$ cat src/rtl/spi_seq_defines.vh
// Constants shared by the serial peripheral unit sequencer files.
`ifndef SPI_SEQ_DEFINES_VH
`define SPI_SEQ_DEFINES_VH

`define DATA_W 16
`define NUM_CMD 8
`define PTR_W 3
`define SSL_N 4
`define CNT_W 16
`define HALF_W 12
`define LEN_W 5

`define CMD_CPHA 0
`define CMD_CPOL 1
`define CMD_DIV_LO 2
`define CMD_DIV_HI 3
`define CMD_SEL_LO 4
`define CMD_SEL_HI 5
`define CMD_LSB_FIRST 7
`define CMD_LEN_LO 8
`define CMD_LEN_HI 11
`define CMD_CKD_EN 12
`define CMD_NEG_EN 13
`define CMD_NXT_EN 14
`define CMD_KEEP 15
`define CMD_RESET 16'h0000

`define LEN_SHORT_CODE 4'h8
`define LEN_SHORT_BITS 5'h08
`define NXT_EXTRA 16'h0002
`define PTR_FIRST 3'h0

`endif

$ cat src/rtl/spi_two_entry_buffer.v
// Two-entry receive buffer with valid and ready on both sides.
`timescale 1ns/100ps
`include "spi_seq_defines.vh"

module spi_two_entry_buffer (
  // Clock and reset
  input wire clock,
  input wire rst_n,
  // Filling side
  input wire in_valid,
  output wire in_ready,
  input wire [`DATA_W-1:0] in_data,
  // Draining side
  output wire out_valid,
  input wire out_ready,
  output wire [`DATA_W-1:0] out_data
);

  reg [`DATA_W-1:0] mem_q [0:1];
  reg wr_ptr_q;
  reg rd_ptr_q;
  reg [1:0] count_q;
  wire push;
  wire pop;

  assign in_ready = (count_q != 2'h2);
  assign out_valid = (count_q != 2'h0);
  assign out_data = mem_q[rd_ptr_q];
  assign push = in_valid & in_ready;
  assign pop = out_valid & out_ready;

  always @(posedge clock or negedge rst_n) begin
    if (!rst_n) begin
      mem_q[0] <= {`DATA_W{1'b0}};
      mem_q[1] <= {`DATA_W{1'b0}};
      wr_ptr_q <= 1'b0;
      rd_ptr_q <= 1'b0;
      count_q <= 2'h0;
    end else begin
      if (push) begin
        mem_q[wr_ptr_q] <= in_data;
        wr_ptr_q <= ~wr_ptr_q;
      end
      if (pop) begin
        rd_ptr_q <= ~rd_ptr_q;
      end
      if (push && !pop) begin
        count_q <= count_q + 2'h1;
      end else if (pop && !push) begin
        count_q <= count_q - 2'h1;
      end
    end
  end

endmodule

$ cat src/rtl/spi_bit_engine.v
// Serial clock generator and shifter for one master-mode transfer.
`timescale 1ns/100ps
`include "spi_seq_defines.vh"

module spi_bit_engine (
  // Clock and reset
  input wire clock,
  input wire rst_n,
  // Control
  input wire abort,
  input wire start,
  input wire [`DATA_W-1:0] tx_word,
  input wire [`LEN_W-1:0] nbits,
  input wire cpol,
  input wire cpha,
  input wire lsb_first,
  input wire [`HALF_W-1:0] half_cyc,
  // Serial data
  input wire miso,
  output wire sclk,
  output wire mosi,
  // Result
  output wire done,
  output wire [`DATA_W-1:0] rx_word
);

  reg run_q;
  reg [`HALF_W-1:0] hc_q;
  reg [`HALF_W-1:0] half_q;
  reg [`LEN_W-1:0] bitk_q;
  reg [`LEN_W-1:0] nb_q;
  reg cpha_q;
  reg cpol_q;
  reg lsb_q;
  reg edge_odd_q;
  reg [`DATA_W-1:0] tx_q;
  reg [`DATA_W-1:0] rx_q;
  reg sclk_q;
  reg mosi_q;
  reg done_q;

  assign sclk = sclk_q;
  assign mosi = mosi_q;
  assign done = done_q;
  assign rx_word = rx_q;

  function [3:0] bit_pos;
    input lsb;
    input [`LEN_W-1:0] n;
    input [`LEN_W-1:0] k;
    reg [`LEN_W-1:0] p;
    begin
      p = lsb ? k : (n - 5'h01 - k);
      bit_pos = p[3:0];
    end
  endfunction

  always @(posedge clock or negedge rst_n) begin
    if (!rst_n) begin
      run_q <= 1'b0;
      hc_q <= {`HALF_W{1'b0}};
      half_q <= {`HALF_W{1'b0}};
      bitk_q <= {`LEN_W{1'b0}};
      nb_q <= {`LEN_W{1'b0}};
      cpha_q <= 1'b0;
      cpol_q <= 1'b0;
      lsb_q <= 1'b0;
      edge_odd_q <= 1'b0;
      tx_q <= {`DATA_W{1'b0}};
      rx_q <= {`DATA_W{1'b0}};
      sclk_q <= 1'b0;
      mosi_q <= 1'b0;
      done_q <= 1'b0;
    end else begin
      done_q <= 1'b0;
      if (abort) begin
        run_q <= 1'b0;
        sclk_q <= cpol_q;
      end else if (start) begin
        run_q <= 1'b1;
        hc_q <= {`HALF_W{1'b0}};
        half_q <= half_cyc;
        bitk_q <= {`LEN_W{1'b0}};
        nb_q <= nbits;
        cpha_q <= cpha;
        cpol_q <= cpol;
        lsb_q <= lsb_first;
        edge_odd_q <= 1'b0;
        tx_q <= tx_word;
        sclk_q <= cpol;
        if (!cpha) begin
          mosi_q <= tx_word[bit_pos(lsb_first, nbits, 5'h00)];
        end
      end else if (run_q) begin
        if (hc_q == half_q - 12'h001) begin
          hc_q <= {`HALF_W{1'b0}};
          sclk_q <= ~sclk_q;
          edge_odd_q <= ~edge_odd_q;
          if (edge_odd_q == cpha_q) begin
            rx_q[bit_pos(lsb_q, nb_q, bitk_q)] <= miso;
            bitk_q <= bitk_q + 5'h01;
            if (bitk_q == nb_q - 5'h01) begin
              done_q <= 1'b1;
              // Leading-edge sampling still owes the edge back to idle, so that run goes on for one half.
              run_q <= ~cpha_q;
            end
          end else if (bitk_q == nb_q) begin
            run_q <= 1'b0;
          end else begin
            mosi_q <= tx_q[bit_pos(lsb_q, nb_q, bitk_q)];
          end
        end else begin
          hc_q <= hc_q + 12'h001;
        end
      end
    end
  end

endmodule

$ cat src/rtl/spi_master_sequencer_init.v
// Master-mode sequencer of the serial peripheral unit with enable and reset initialization.
`timescale 1ns/100ps
`include "spi_seq_defines.vh"

module spi_master_sequencer_init (
  // Clock and reset
  input wire clock,
  input wire arst_n,
  // Control writes and configuration
  input wire ctrl_wr,
  input wire ctrl_enable_wdata,
  input wire ctrl_tx_irq_en_wdata,
  input wire master_bit,
  input wire select_mode_bit,
  input wire mode_fault_enable,
  input wire [`PTR_W-1:0] sequence_length_reg,
  input wire [7:0] bit_rate_reg,
  input wire [2:0] clock_delay_reg,
  input wire [2:0] negation_delay_reg,
  input wire [2:0] next_access_delay_reg,
  input wire [`SSL_N-1:0] select_polarity_reg,
  // Command registers
  input wire cmd_wr,
  input wire [`PTR_W-1:0] cmd_wr_index,
  input wire [`DATA_W-1:0] cmd_wr_data,
  // Status
  input wire overrun_clear,
  input wire mode_fault_clear,
  output wire unit_enable,
  output wire tx_irq_enable,
  output wire tx_empty_flag,
  output wire rx_full_flag,
  output wire overrun_flag,
  output wire mode_fault_flag,
  output wire tx_irq,
  output wire [`PTR_W-1:0] command_pointer,
  output wire [`PTR_W-1:0] error_command_pointer,
  // Data register
  input wire data_wr,
  input wire [`DATA_W-1:0] data_wdata,
  output wire rx_valid,
  input wire rx_ready,
  output wire [`DATA_W-1:0] rx_data,
  // Serial link
  output wire sclk_out,
  output wire sclk_oe,
  output wire mosi_out,
  output wire mosi_oe,
  input wire miso_in,
  output wire [`SSL_N-1:0] ssl_out,
  output wire [`SSL_N-1:0] ssl_oe,
  input wire ssl0_in
);

  localparam ST_IDLE = 3'h0;
  localparam ST_LEAD = 3'h1;
  localparam ST_XFER = 3'h2;
  localparam ST_NEG = 3'h3;
  localparam ST_NEXT = 3'h4;

  reg [1:0] rst_sync_q;
  wire rst_n;
  reg miso_s1_q;
  reg miso_s2_q;
  reg ssl0_s1_q;
  reg ssl0_s2_q;

  reg [`DATA_W-1:0] cmd_q [0:`NUM_CMD-1];
  reg unit_enable_q;
  reg tx_irq_en_q;
  reg tx_empty_q;
  reg overrun_q;
  reg mode_fault_q;
  reg [`PTR_W-1:0] ptr_q;
  reg [`PTR_W-1:0] err_ptr_q;
  reg [2:0] state_q;
  reg [`CNT_W-1:0] cnt_q;
  reg [`DATA_W-1:0] tx_buf_q;
  reg [`DATA_W-1:0] shift_q;
  reg shift_full_q;
  reg keep_q;
  reg ssl_act_q;
  reg [1:0] ssl_sel_q;
  reg [`SSL_N-1:0] ssl_out_q;
  reg drive_q;
  reg en_d;
  reg [`SSL_N-1:0] ssl_d;
  integer i;
  integer j;

  wire [`DATA_W-1:0] cur;
  wire [`HALF_W-1:0] half_cyc;
  wire [12:0] sck_cyc;
  wire multi_master;
  wire fault_det;
  wire disabling;
  wire enabling;
  wire running;
  wire eng_start;
  wire eng_done;
  wire [`DATA_W-1:0] eng_rx;
  wire rx_in_ready;

  // Converts a delay setting to clock cycles, in whole serial clock periods.
  function [`CNT_W-1:0] dly_cyc;
    input en;
    input [2:0] val;
    input [12:0] sck;
    reg [3:0] u;
    reg [16:0] p;
    begin
      u = en ? ({1'b0, val} + 4'h1) : 4'h1;
      p = u * sck;
      dly_cyc = p[`CNT_W-1:0];
    end
  endfunction

  function [`LEN_W-1:0] len_bits;
    input [3:0] code;
    begin
      len_bits = (code < `LEN_SHORT_CODE) ? `LEN_SHORT_BITS : ({1'b0, code} + 5'h01);
    end
  endfunction

  always @(posedge clock or negedge arst_n) begin
    if (!arst_n) begin
      rst_sync_q <= 2'h0;
    end else begin
      rst_sync_q <= {rst_sync_q[0], 1'b1};
    end
  end
  assign rst_n = rst_sync_q[1];

  always @(posedge clock or negedge rst_n) begin
    if (!rst_n) begin
      miso_s1_q <= 1'b0;
      miso_s2_q <= 1'b0;
      ssl0_s1_q <= 1'b1;
      ssl0_s2_q <= 1'b1;
    end else begin
      miso_s1_q <= miso_in;
      miso_s2_q <= miso_s1_q;
      ssl0_s1_q <= ssl0_in;
      ssl0_s2_q <= ssl0_s1_q;
    end
  end

  assign cur = cmd_q[ptr_q];
  assign half_cyc = ({4'h0, bit_rate_reg} + 12'h001) << cur[`CMD_DIV_HI:`CMD_DIV_LO];
  assign sck_cyc = {half_cyc, 1'b0};

  assign multi_master = master_bit & ~select_mode_bit & mode_fault_enable;
  assign fault_det = unit_enable_q & multi_master & (ssl0_s2_q == select_polarity_reg[0]);
  assign running = unit_enable_q & master_bit;

  always @* begin
    en_d = unit_enable_q;
    if (ctrl_wr) begin
      if (!ctrl_enable_wdata) begin
        en_d = 1'b0;
      end else if (!mode_fault_q) begin
        en_d = 1'b1;
      end
    end
    if (fault_det) begin
      en_d = 1'b0;
    end
  end
  assign disabling = unit_enable_q & ~en_d;
  assign enabling = ~unit_enable_q & en_d;

  always @(posedge clock or negedge rst_n) begin
    if (!rst_n) begin
      for (i = 0; i < `NUM_CMD; i = i + 1) begin
        cmd_q[i] <= `CMD_RESET;
      end
      unit_enable_q <= 1'b0;
      tx_irq_en_q <= 1'b0;
      overrun_q <= 1'b0;
      mode_fault_q <= 1'b0;
      err_ptr_q <= `PTR_FIRST;
    end else begin
      if (cmd_wr) begin
        cmd_q[cmd_wr_index] <= cmd_wr_data;
      end
      unit_enable_q <= en_d;
      if (ctrl_wr) begin
        tx_irq_en_q <= ctrl_tx_irq_en_wdata;
      end
      if (overrun_clear) begin
        overrun_q <= 1'b0;
      end
      if (eng_done && !overrun_q && !rx_in_ready) begin
        overrun_q <= 1'b1;
      end
      if (mode_fault_clear) begin
        mode_fault_q <= 1'b0;
      end
      if (fault_det) begin
        mode_fault_q <= 1'b1;
      end
      if (fault_det || (eng_done && !overrun_q)) begin
        err_ptr_q <= ptr_q;
      end
    end
  end

  always @(posedge clock or negedge rst_n) begin
    if (!rst_n) begin
      state_q <= ST_IDLE;
      cnt_q <= {`CNT_W{1'b0}};
      tx_buf_q <= {`DATA_W{1'b0}};
      shift_q <= {`DATA_W{1'b0}};
      shift_full_q <= 1'b0;
      tx_empty_q <= 1'b1;
      keep_q <= 1'b0;
      ssl_act_q <= 1'b0;
      ssl_sel_q <= 2'h0;
      ptr_q <= `PTR_FIRST;
    end else if (disabling) begin
      state_q <= ST_IDLE;
      shift_full_q <= 1'b0;
      keep_q <= 1'b0;
      ssl_act_q <= 1'b0;
      tx_empty_q <= 1'b1;
    end else begin
      if (enabling) begin
        ptr_q <= `PTR_FIRST;
      end
      if (data_wr && tx_empty_q) begin
        tx_buf_q <= data_wdata;
        tx_empty_q <= 1'b0;
      end
      case (state_q)
        ST_IDLE: begin
          if (running && !tx_empty_q && !shift_full_q) begin
            shift_q <= tx_buf_q;
            shift_full_q <= 1'b1;
            tx_empty_q <= 1'b1;
            ssl_act_q <= 1'b1;
            ssl_sel_q <= cur[`CMD_SEL_HI:`CMD_SEL_LO];
            keep_q <= 1'b0;
            cnt_q <= dly_cyc(cur[`CMD_CKD_EN], clock_delay_reg, sck_cyc);
            state_q <= ST_LEAD;
          end
        end
        ST_LEAD: begin
          if (eng_start) begin
            state_q <= ST_XFER;
          end else begin
            cnt_q <= cnt_q - 16'h0001;
          end
        end
        ST_XFER: begin
          if (eng_done) begin
            shift_full_q <= 1'b0;
            cnt_q <= dly_cyc(cur[`CMD_NEG_EN], negation_delay_reg, sck_cyc);
            state_q <= ST_NEG;
          end
        end
        ST_NEG: begin
          if (cnt_q <= 16'h0001) begin
            keep_q <= cur[`CMD_KEEP];
            if (!cur[`CMD_KEEP]) begin
              ssl_act_q <= 1'b0;
            end
            cnt_q <= dly_cyc(cur[`CMD_NXT_EN], next_access_delay_reg, sck_cyc) + `NXT_EXTRA;
            state_q <= ST_NEXT;
          end else begin
            cnt_q <= cnt_q - 16'h0001;
          end
        end
        ST_NEXT: begin
          if (cnt_q <= 16'h0001) begin
            if (ptr_q >= sequence_length_reg) begin
              ptr_q <= `PTR_FIRST;
            end else begin
              ptr_q <= ptr_q + 3'h1;
            end
            state_q <= ST_IDLE;
          end else begin
            cnt_q <= cnt_q - 16'h0001;
          end
        end
        default: begin
          state_q <= ST_IDLE;
        end
      endcase
    end
  end

  assign eng_start = (state_q == ST_LEAD) && (cnt_q <= 16'h0001);

  spi_bit_engine u_engine (
    .clock(clock),
    .rst_n(rst_n),
    .abort(disabling),
    .start(eng_start),
    .tx_word(shift_q),
    .nbits(len_bits(cur[`CMD_LEN_HI:`CMD_LEN_LO])),
    .cpol(cur[`CMD_CPOL]),
    .cpha(cur[`CMD_CPHA]),
    .lsb_first(cur[`CMD_LSB_FIRST]),
    .half_cyc(half_cyc),
    .miso(miso_s2_q),
    .sclk(sclk_out),
    .mosi(mosi_out),
    .done(eng_done),
    .rx_word(eng_rx)
  );

  spi_two_entry_buffer u_rx_buf (
    .clock(clock),
    .rst_n(rst_n),
    .in_valid(eng_done & ~overrun_q),
    .in_ready(rx_in_ready),
    .in_data(eng_rx),
    .out_valid(rx_valid),
    .out_ready(rx_ready),
    .out_data(rx_data)
  );

  always @* begin
    for (j = 0; j < `SSL_N; j = j + 1) begin
      ssl_d[j] = (ssl_act_q && (ssl_sel_q == j[1:0])) ? select_polarity_reg[j] : ~select_polarity_reg[j];
    end
  end

  always @(posedge clock or negedge rst_n) begin
    if (!rst_n) begin
      ssl_out_q <= {`SSL_N{1'b1}};
      drive_q <= 1'b0;
    end else begin
      ssl_out_q <= ssl_d;
      drive_q <= en_d & master_bit;
    end
  end

  assign ssl_out = ssl_out_q;
  assign ssl_oe = {`SSL_N{drive_q}};
  assign sclk_oe = drive_q;
  assign mosi_oe = drive_q;

  assign command_pointer = ptr_q;
  assign error_command_pointer = err_ptr_q;
  assign unit_enable = unit_enable_q;
  assign tx_irq_enable = tx_irq_en_q;
  assign tx_empty_flag = tx_empty_q;
  assign rx_full_flag = ~rx_in_ready;
  assign overrun_flag = overrun_q;
  assign mode_fault_flag = mode_fault_q;
  assign tx_irq = tx_irq_en_q & tx_empty_q;

endmodule

$ cat config.mk
export PLATFORM = sky130hd
export DESIGN_NAME = spi_master_sequencer_init
export DESIGN_NICKNAME = d
export VERILOG_FILES = /design/src/rtl/spi_two_entry_buffer.v /design/src/rtl/spi_bit_engine.v /design/src/rtl/spi_master_sequencer_init.v
export VERILOG_INCLUDE_DIRS = /design/src /design/src/rtl
export SDC_FILE = /design/constraint.sdc
export NUM_CORES = 1
export LEC_CHECK = 0
export BUFFER_PORTS_ARGS = -buffer_cell sky130_fd_sc_hd__buf_2
export CELL_PAD_IN_SITES_DETAIL_PLACEMENT = 1
export CELL_PAD_IN_SITES_GLOBAL_PLACEMENT = 2
export CORE_MARGIN = 10
export CORE_UTILIZATION = 42
export DETAILED_ROUTE_END_ITERATION = 10
export PLACE_DENSITY = 0.83
export REMOVE_ABC_BUFFERS = 1
export SLEW_MARGIN = 20
export SYNTH_ARGS = -nofsm -noshare
export SYNTH_HDL_FRONTEND = slang
export SYNTH_HIERARCHICAL = 1
export SYNTH_SLANG_ARGS = --single-unit
$ cat constraint.sdc
create_clock -name clock -period 10.5 [get_ports clock]
set_clock_uncertainty 0.2 [all_clocks]
set_input_delay 1.05 -clock clock [delete_from_list [all_inputs] [get_ports clock]]
set_output_delay 1.05 -clock clock [all_outputs]
set_load 0.02 [all_outputs]
==> flow_summary.yaml <==
run_status:
  status: "finished, final reports clean"
setup_path:
  regToRegStartpoint: "command_pointer[2]"
  crit-reg2reg-capture: "cnt_q[14]"
  worst_setup_path_category: "reg -> reg"
  critPathBufInv: 3
  delay_contributed_by_the_slowest_stage_of_the_critical_path_ns: 0.70
  ff2ff_path_depth: 19
  crit_path_end_kind: "flip-flop"
  kind_of_cell_with_the_highest_combined_delay_on_the_critical_path: "compound AO/OA/AOI/OAI gates"
  cp_data_required_time_ns: 10.72
  worstPathCellList: "buf_4 -> mux2i_1 -> mux4_2 -> o21ai_0 -> nand2_1 -> inv_1 -> nand3_1 -> fa_1 -> fa_1 -> inv_1 -> fa_1 -> a211oi_1 -> o211ai_1 -> a31o_2 -> a21oi_1 -> xor2_1 -> nor4_2 -> mux2i_1 -> a21oi_1"
  worstSetupStartpointType: "flip-flop"
  worst-path-max-fanout: 20
  timing.reg2reg.setup_slack_ns: 3.12
  timing.critical_path.arrival_ns: 7.60
  critical_path.slowest_cell: "sky130_fd_sc_hd__mux4_2"
  cpMostUsedCell: "sky130_fd_sc_hd__fa_1"
placement:
  detailed_place_hpwl_um: 41400
  port_buffers: 114
  gpl.final_weighted_congestion: 0.863
  placed_area_um2: 21200
  place_worst_setup_slack_ns: 3.16
timing:
  slew_headroom_pct: 28.0
  grt_setup_unrepaired: "false"
  final_sum_of_negative_setup_slack_ns: 0
  final_period_minus_worst_setup_slack_ns: 7.38
  final_max_slew_viol_count: 0
  layout_worst_path_cycle_share_pct: 70.3
  setup-violations-final: 0
  finalHoldViolCount: 0
  final.setup.worst_slack_ns: 3.12
  tightestPinTransition_ns: 1.08
  achievable-frequency_mhz: 135
yosys:
  yosysSeqAreaShare_pct: 38.1
  synth_simple_gate_area_share_pct: 13.0
  mapped_avg_cell_area_um2: 10.8
  ys_warn_count: 6
  synthesis.instances: 1870
  synthesis.area_um2: 20200
  synth_enable_flop_cells: 0
  compound_cell_area_share_of_the_yosys_netlist_pct: 8.25
  postSynth.asyncResetShare_pct: 100
  synth_adder_area_share_pct: 10.7
  synth_top_flop_cell: "sky130_fd_sc_hd__dfrtp_1"
  synth-xor-area-share_pct: 4.78
  yosysUniqueCellTypes: 89
  share_of_cell_area_taken_by_muxes_after_synthesis_pct: 20.5
  main_combinational_cell_family_by_area_after_synthesis: "multiplexers"
  synth-seq-cells: 307
cts:
  post_cts_buffers: 0
  clkTransAtPathRegs_ns: 0.06
  clock_tree.htree_level_count: 2
  count_of_hold_fix_buffers_inserted_at_cts: 0
  cts_tree: "yes"
  post_cts_resized: 0
  cts.sink_count: 307
  worstSkewPairLatency_ns: 0.55
  cts_made_buffers: 37
  ctsRootBufferMaster: "sky130_fd_sc_hd__clkbuf_16"
  longest_clk_path_bufs: 3
min_path:
  hold_path.class: "in -> async"
grt:
  grt_start_max_net_pins: 186
  grt.overflow.total: 0
  number_of_antenna_violations_at_the_first_check_in_global_routing: 6
  global_route.usage.total_pct: 20.1
  grt_first_pass_wirelength_um: 91700
  grt_pass1_vias: 16200
power:
  netSwitchingFraction_pct: 38.6
  comb_power_share_pct: 40.7
  seq_power_share_pct: 32.9
  peakVddDrop_uv: 149
  power.density_cell_area_nw_per_um2: 216
  p_leak_nw: 10.2
  relative_contribution_of_the_clock_network_to_total_power_pct: 26.3
  finalPower_w: 0.00486
  p_sw_w: 0.00188
  p_int_w: 0.00298
route:
  drt-wirelength-per-cell_um: 21.9
  number_of_drc_violations_after_detailed_routing_iteration_0: 750
  vias_per_cell: 5.64
  ant_nets: 0
  finalWirelength_um: 56900
  dr.pass1.iters: 5
  residual_drc_count: 0
  via_count: 14600
die:
  io_pins: 116
  die-height_um: 239
  initial_utilization_pct: 42.3
  core_area_um2: 47600
  die-area_um2: 57200
  die_w_um: 239
  fp-row-count: 80
flow_run:
  max_cap_viol_count: 0
layout:
  post_route_cells_drive_above_1_share_pct: 26.6
  area_growth_pct: 11.6
  nNetsFinal: 2162
  final.fill_count: 5190
  finish.instance_area_um2: 22500
-- layout by cell type, fill, tap and decap left out, types with 10 or more instances in the layout --
cell and n:
sky130_fd_sc_hd__nand2b_1 16, sky130_fd_sc_hd__nor2b_1 15, sky130_fd_sc_hd__ha_1 75, sky130_fd_sc_hd__or3_1 13
sky130_fd_sc_hd__nand3_1 32, sky130_fd_sc_hd__and3_1 24, sky130_fd_sc_hd__o21a_1 10, sky130_fd_sc_hd__o31ai_1 13
sky130_fd_sc_hd__nand4_1 32, sky130_fd_sc_hd__a31oi_1 12, sky130_fd_sc_hd__a211o_1 12, sky130_fd_sc_hd__nor3_1 36
sky130_fd_sc_hd__nor4_1 14, sky130_fd_sc_hd__buf_2 114, sky130_fd_sc_hd__buf_4 17, sky130_fd_sc_hd__mux2_4 20
sky130_fd_sc_hd__nor2_1 132, sky130_fd_sc_hd__mux2_2 228, sky130_fd_sc_hd__mux4_2 35, sky130_fd_sc_hd__fa_1 61
sky130_fd_sc_hd__mux2i_1 31, sky130_fd_sc_hd__a21oi_1 52, sky130_fd_sc_hd__and2_1 15, sky130_fd_sc_hd__o21ai_0 47
sky130_fd_sc_hd__or2_2 10, sky130_fd_sc_hd__inv_1 121, sky130_fd_sc_hd__nand2_1 148, sky130_fd_sc_hd__xnor2_1 61
sky130_fd_sc_hd__xor2_1 49, sky130_fd_sc_hd__clkbuf_16 37, sky130_fd_sc_hd__mux2_1 14, sky130_fd_sc_hd__dfrtp_1 298
-- worst max path at each step --
stage	start	end	slack (ns)	depth (start not counted)
floorplan	rst_sync_q[1]	cmd_q[0]	1.12	0
global placement	command_pointer[2]	cnt_q[14]	3.24	20
detailed placement	command_pointer[2]	cnt_q[14]	3.16	20
CTS	command_pointer[2]	cnt_q[14]	3.13	20
global route	command_pointer[2]	cnt_q[15]	2.65	19
finish	command_pointer[2]	cnt_q[14]	3.12	19
-- cell type report --
class / count / area (µm²) / area share [%]
Antenna cell: 2 / 5.00 / 0.0222
Clock buffer: 50 / 1060 / 4.73
Clock inverter: 14 / 156 / 0.695
Inverter: 128 / 480 / 2.14
Multi-Input combinational cell: 1344 / 11600 / 51.4
Sequential cell: 307 / 7700 / 34.2
Tap cell: 615 / 769 / 3.42
Timing Repair Buffer: 134 / 766 / 3.40
-- layer usage --
layer	global-route usage (%)	routed length, µm
met1	26.6	26100
met2	34.0	27800
met3	3.22	2030
met4	4.67	909
met5	0	37
-- logic make-up after synthesis --
logic type | Yosys count
flops | 307
simple gates | 526
compound gates | 243
fa+ha+maj | 136
mux | 328
other cells | 1
buf+inv | 219
xor+xnor | 110
-- state kept, by name (all words and copies together), names as in the netlist, 2 cells and up --
name,count
command_pointer,3
ssl_sel_q,2
u_rx_buf/mem_q,32
cnt_q,16
u_engine/hc_q,12
error_command_pointer,3
u_engine/rx_word,16
u_engine/tx_q,16
u_engine/half_q,12
tx_buf_q,16
shift_q,16
cmd_q,120
u_engine/bitk_q,5
rst_sync_q,2
u_rx_buf/count_q,2
state_q,3
ssl_out,4
u_engine/nb_q,5
-- stage by stage --
stage	hold WS, ns	utilization [%]	std cells
final	0.0925	47.2	2594
after floorplan	0.131	-	1779
after detailed placement	0.145	44.5	2526
after CTS	0.0710	47.1	2590
after global placement	0.135	44.5	2526
after global routing	0.0745	47.2	2593
-- worst reg2reg max path, stage by stage (launching register included) --
cell,delay (ns)
sky130_fd_sc_hd__dfrtp_1,0.68
sky130_fd_sc_hd__buf_4,0.48
sky130_fd_sc_hd__mux2i_1,0.19
sky130_fd_sc_hd__mux4_2,0.70
sky130_fd_sc_hd__o21ai_0,0.48
sky130_fd_sc_hd__nand2_1,0.30
sky130_fd_sc_hd__inv_1,0.33
sky130_fd_sc_hd__nand3_1,0.15
sky130_fd_sc_hd__fa_1,0.54
sky130_fd_sc_hd__fa_1,0.57
sky130_fd_sc_hd__inv_1,0.07
sky130_fd_sc_hd__fa_1,0.48
sky130_fd_sc_hd__a211oi_1,0.41
sky130_fd_sc_hd__o211ai_1,0.19
sky130_fd_sc_hd__a31o_2,0.27
sky130_fd_sc_hd__a21oi_1,0.25
sky130_fd_sc_hd__xor2_1,0.18
sky130_fd_sc_hd__nor4_2,0.30
sky130_fd_sc_hd__mux2i_1,0.36
sky130_fd_sc_hd__a21oi_1,0.10
-- cells in the mapped netlist (13+ instances only) --
cell                       number  area [µm²]
sky130_fd_sc_hd__inv_1        121         454
sky130_fd_sc_hd__nand3_1       32         160
sky130_fd_sc_hd__mux2_4        20         300
sky130_fd_sc_hd__mux2i_1       31         310
sky130_fd_sc_hd__xor2_1        49         429
sky130_fd_sc_hd__dfrtp_1      300        7510
sky130_fd_sc_hd__nand2b_1      16         100
sky130_fd_sc_hd__and3_1        24         150
sky130_fd_sc_hd__fa_1          61        1220
sky130_fd_sc_hd__nor2_1       133         499
sky130_fd_sc_hd__a21oi_1       52         260
sky130_fd_sc_hd__nor3_1        38         190
sky130_fd_sc_hd__mux4_2        35         788
sky130_fd_sc_hd__nor2b_1       15        93.8
sky130_fd_sc_hd__o21ai_0       47         235
sky130_fd_sc_hd__and2_1        15        93.8
sky130_fd_sc_hd__nand2_1      148         556
sky130_fd_sc_hd__mux2_1        14         158
sky130_fd_sc_hd__nand4_1       32         200
sky130_fd_sc_hd__ha_1          75         938
sky130_fd_sc_hd__nor4_1        14        87.6
sky130_fd_sc_hd__o31ai_1       13        97.6
sky130_fd_sc_hd__or3_1         13        81.3
sky130_fd_sc_hd__mux2_2       228        2570
sky130_fd_sc_hd__xnor2_1       61         534
sky130_fd_sc_hd__clkbuf_1      62         233
-- power by group through the flow --
stage                     Clock [W]  Combinational, W  Sequential, W
after floorplan                   0           0.00137        0.00159
after global placement            0           0.00189        0.00159
after detailed placement          0           0.00195        0.00161
after CTS                   0.00131           0.00198        0.00160
after global routing        0.00136           0.00219        0.00163
final                       0.00128           0.00198        0.00160
No activity file was read; power rests on OpenSTA's default activity.
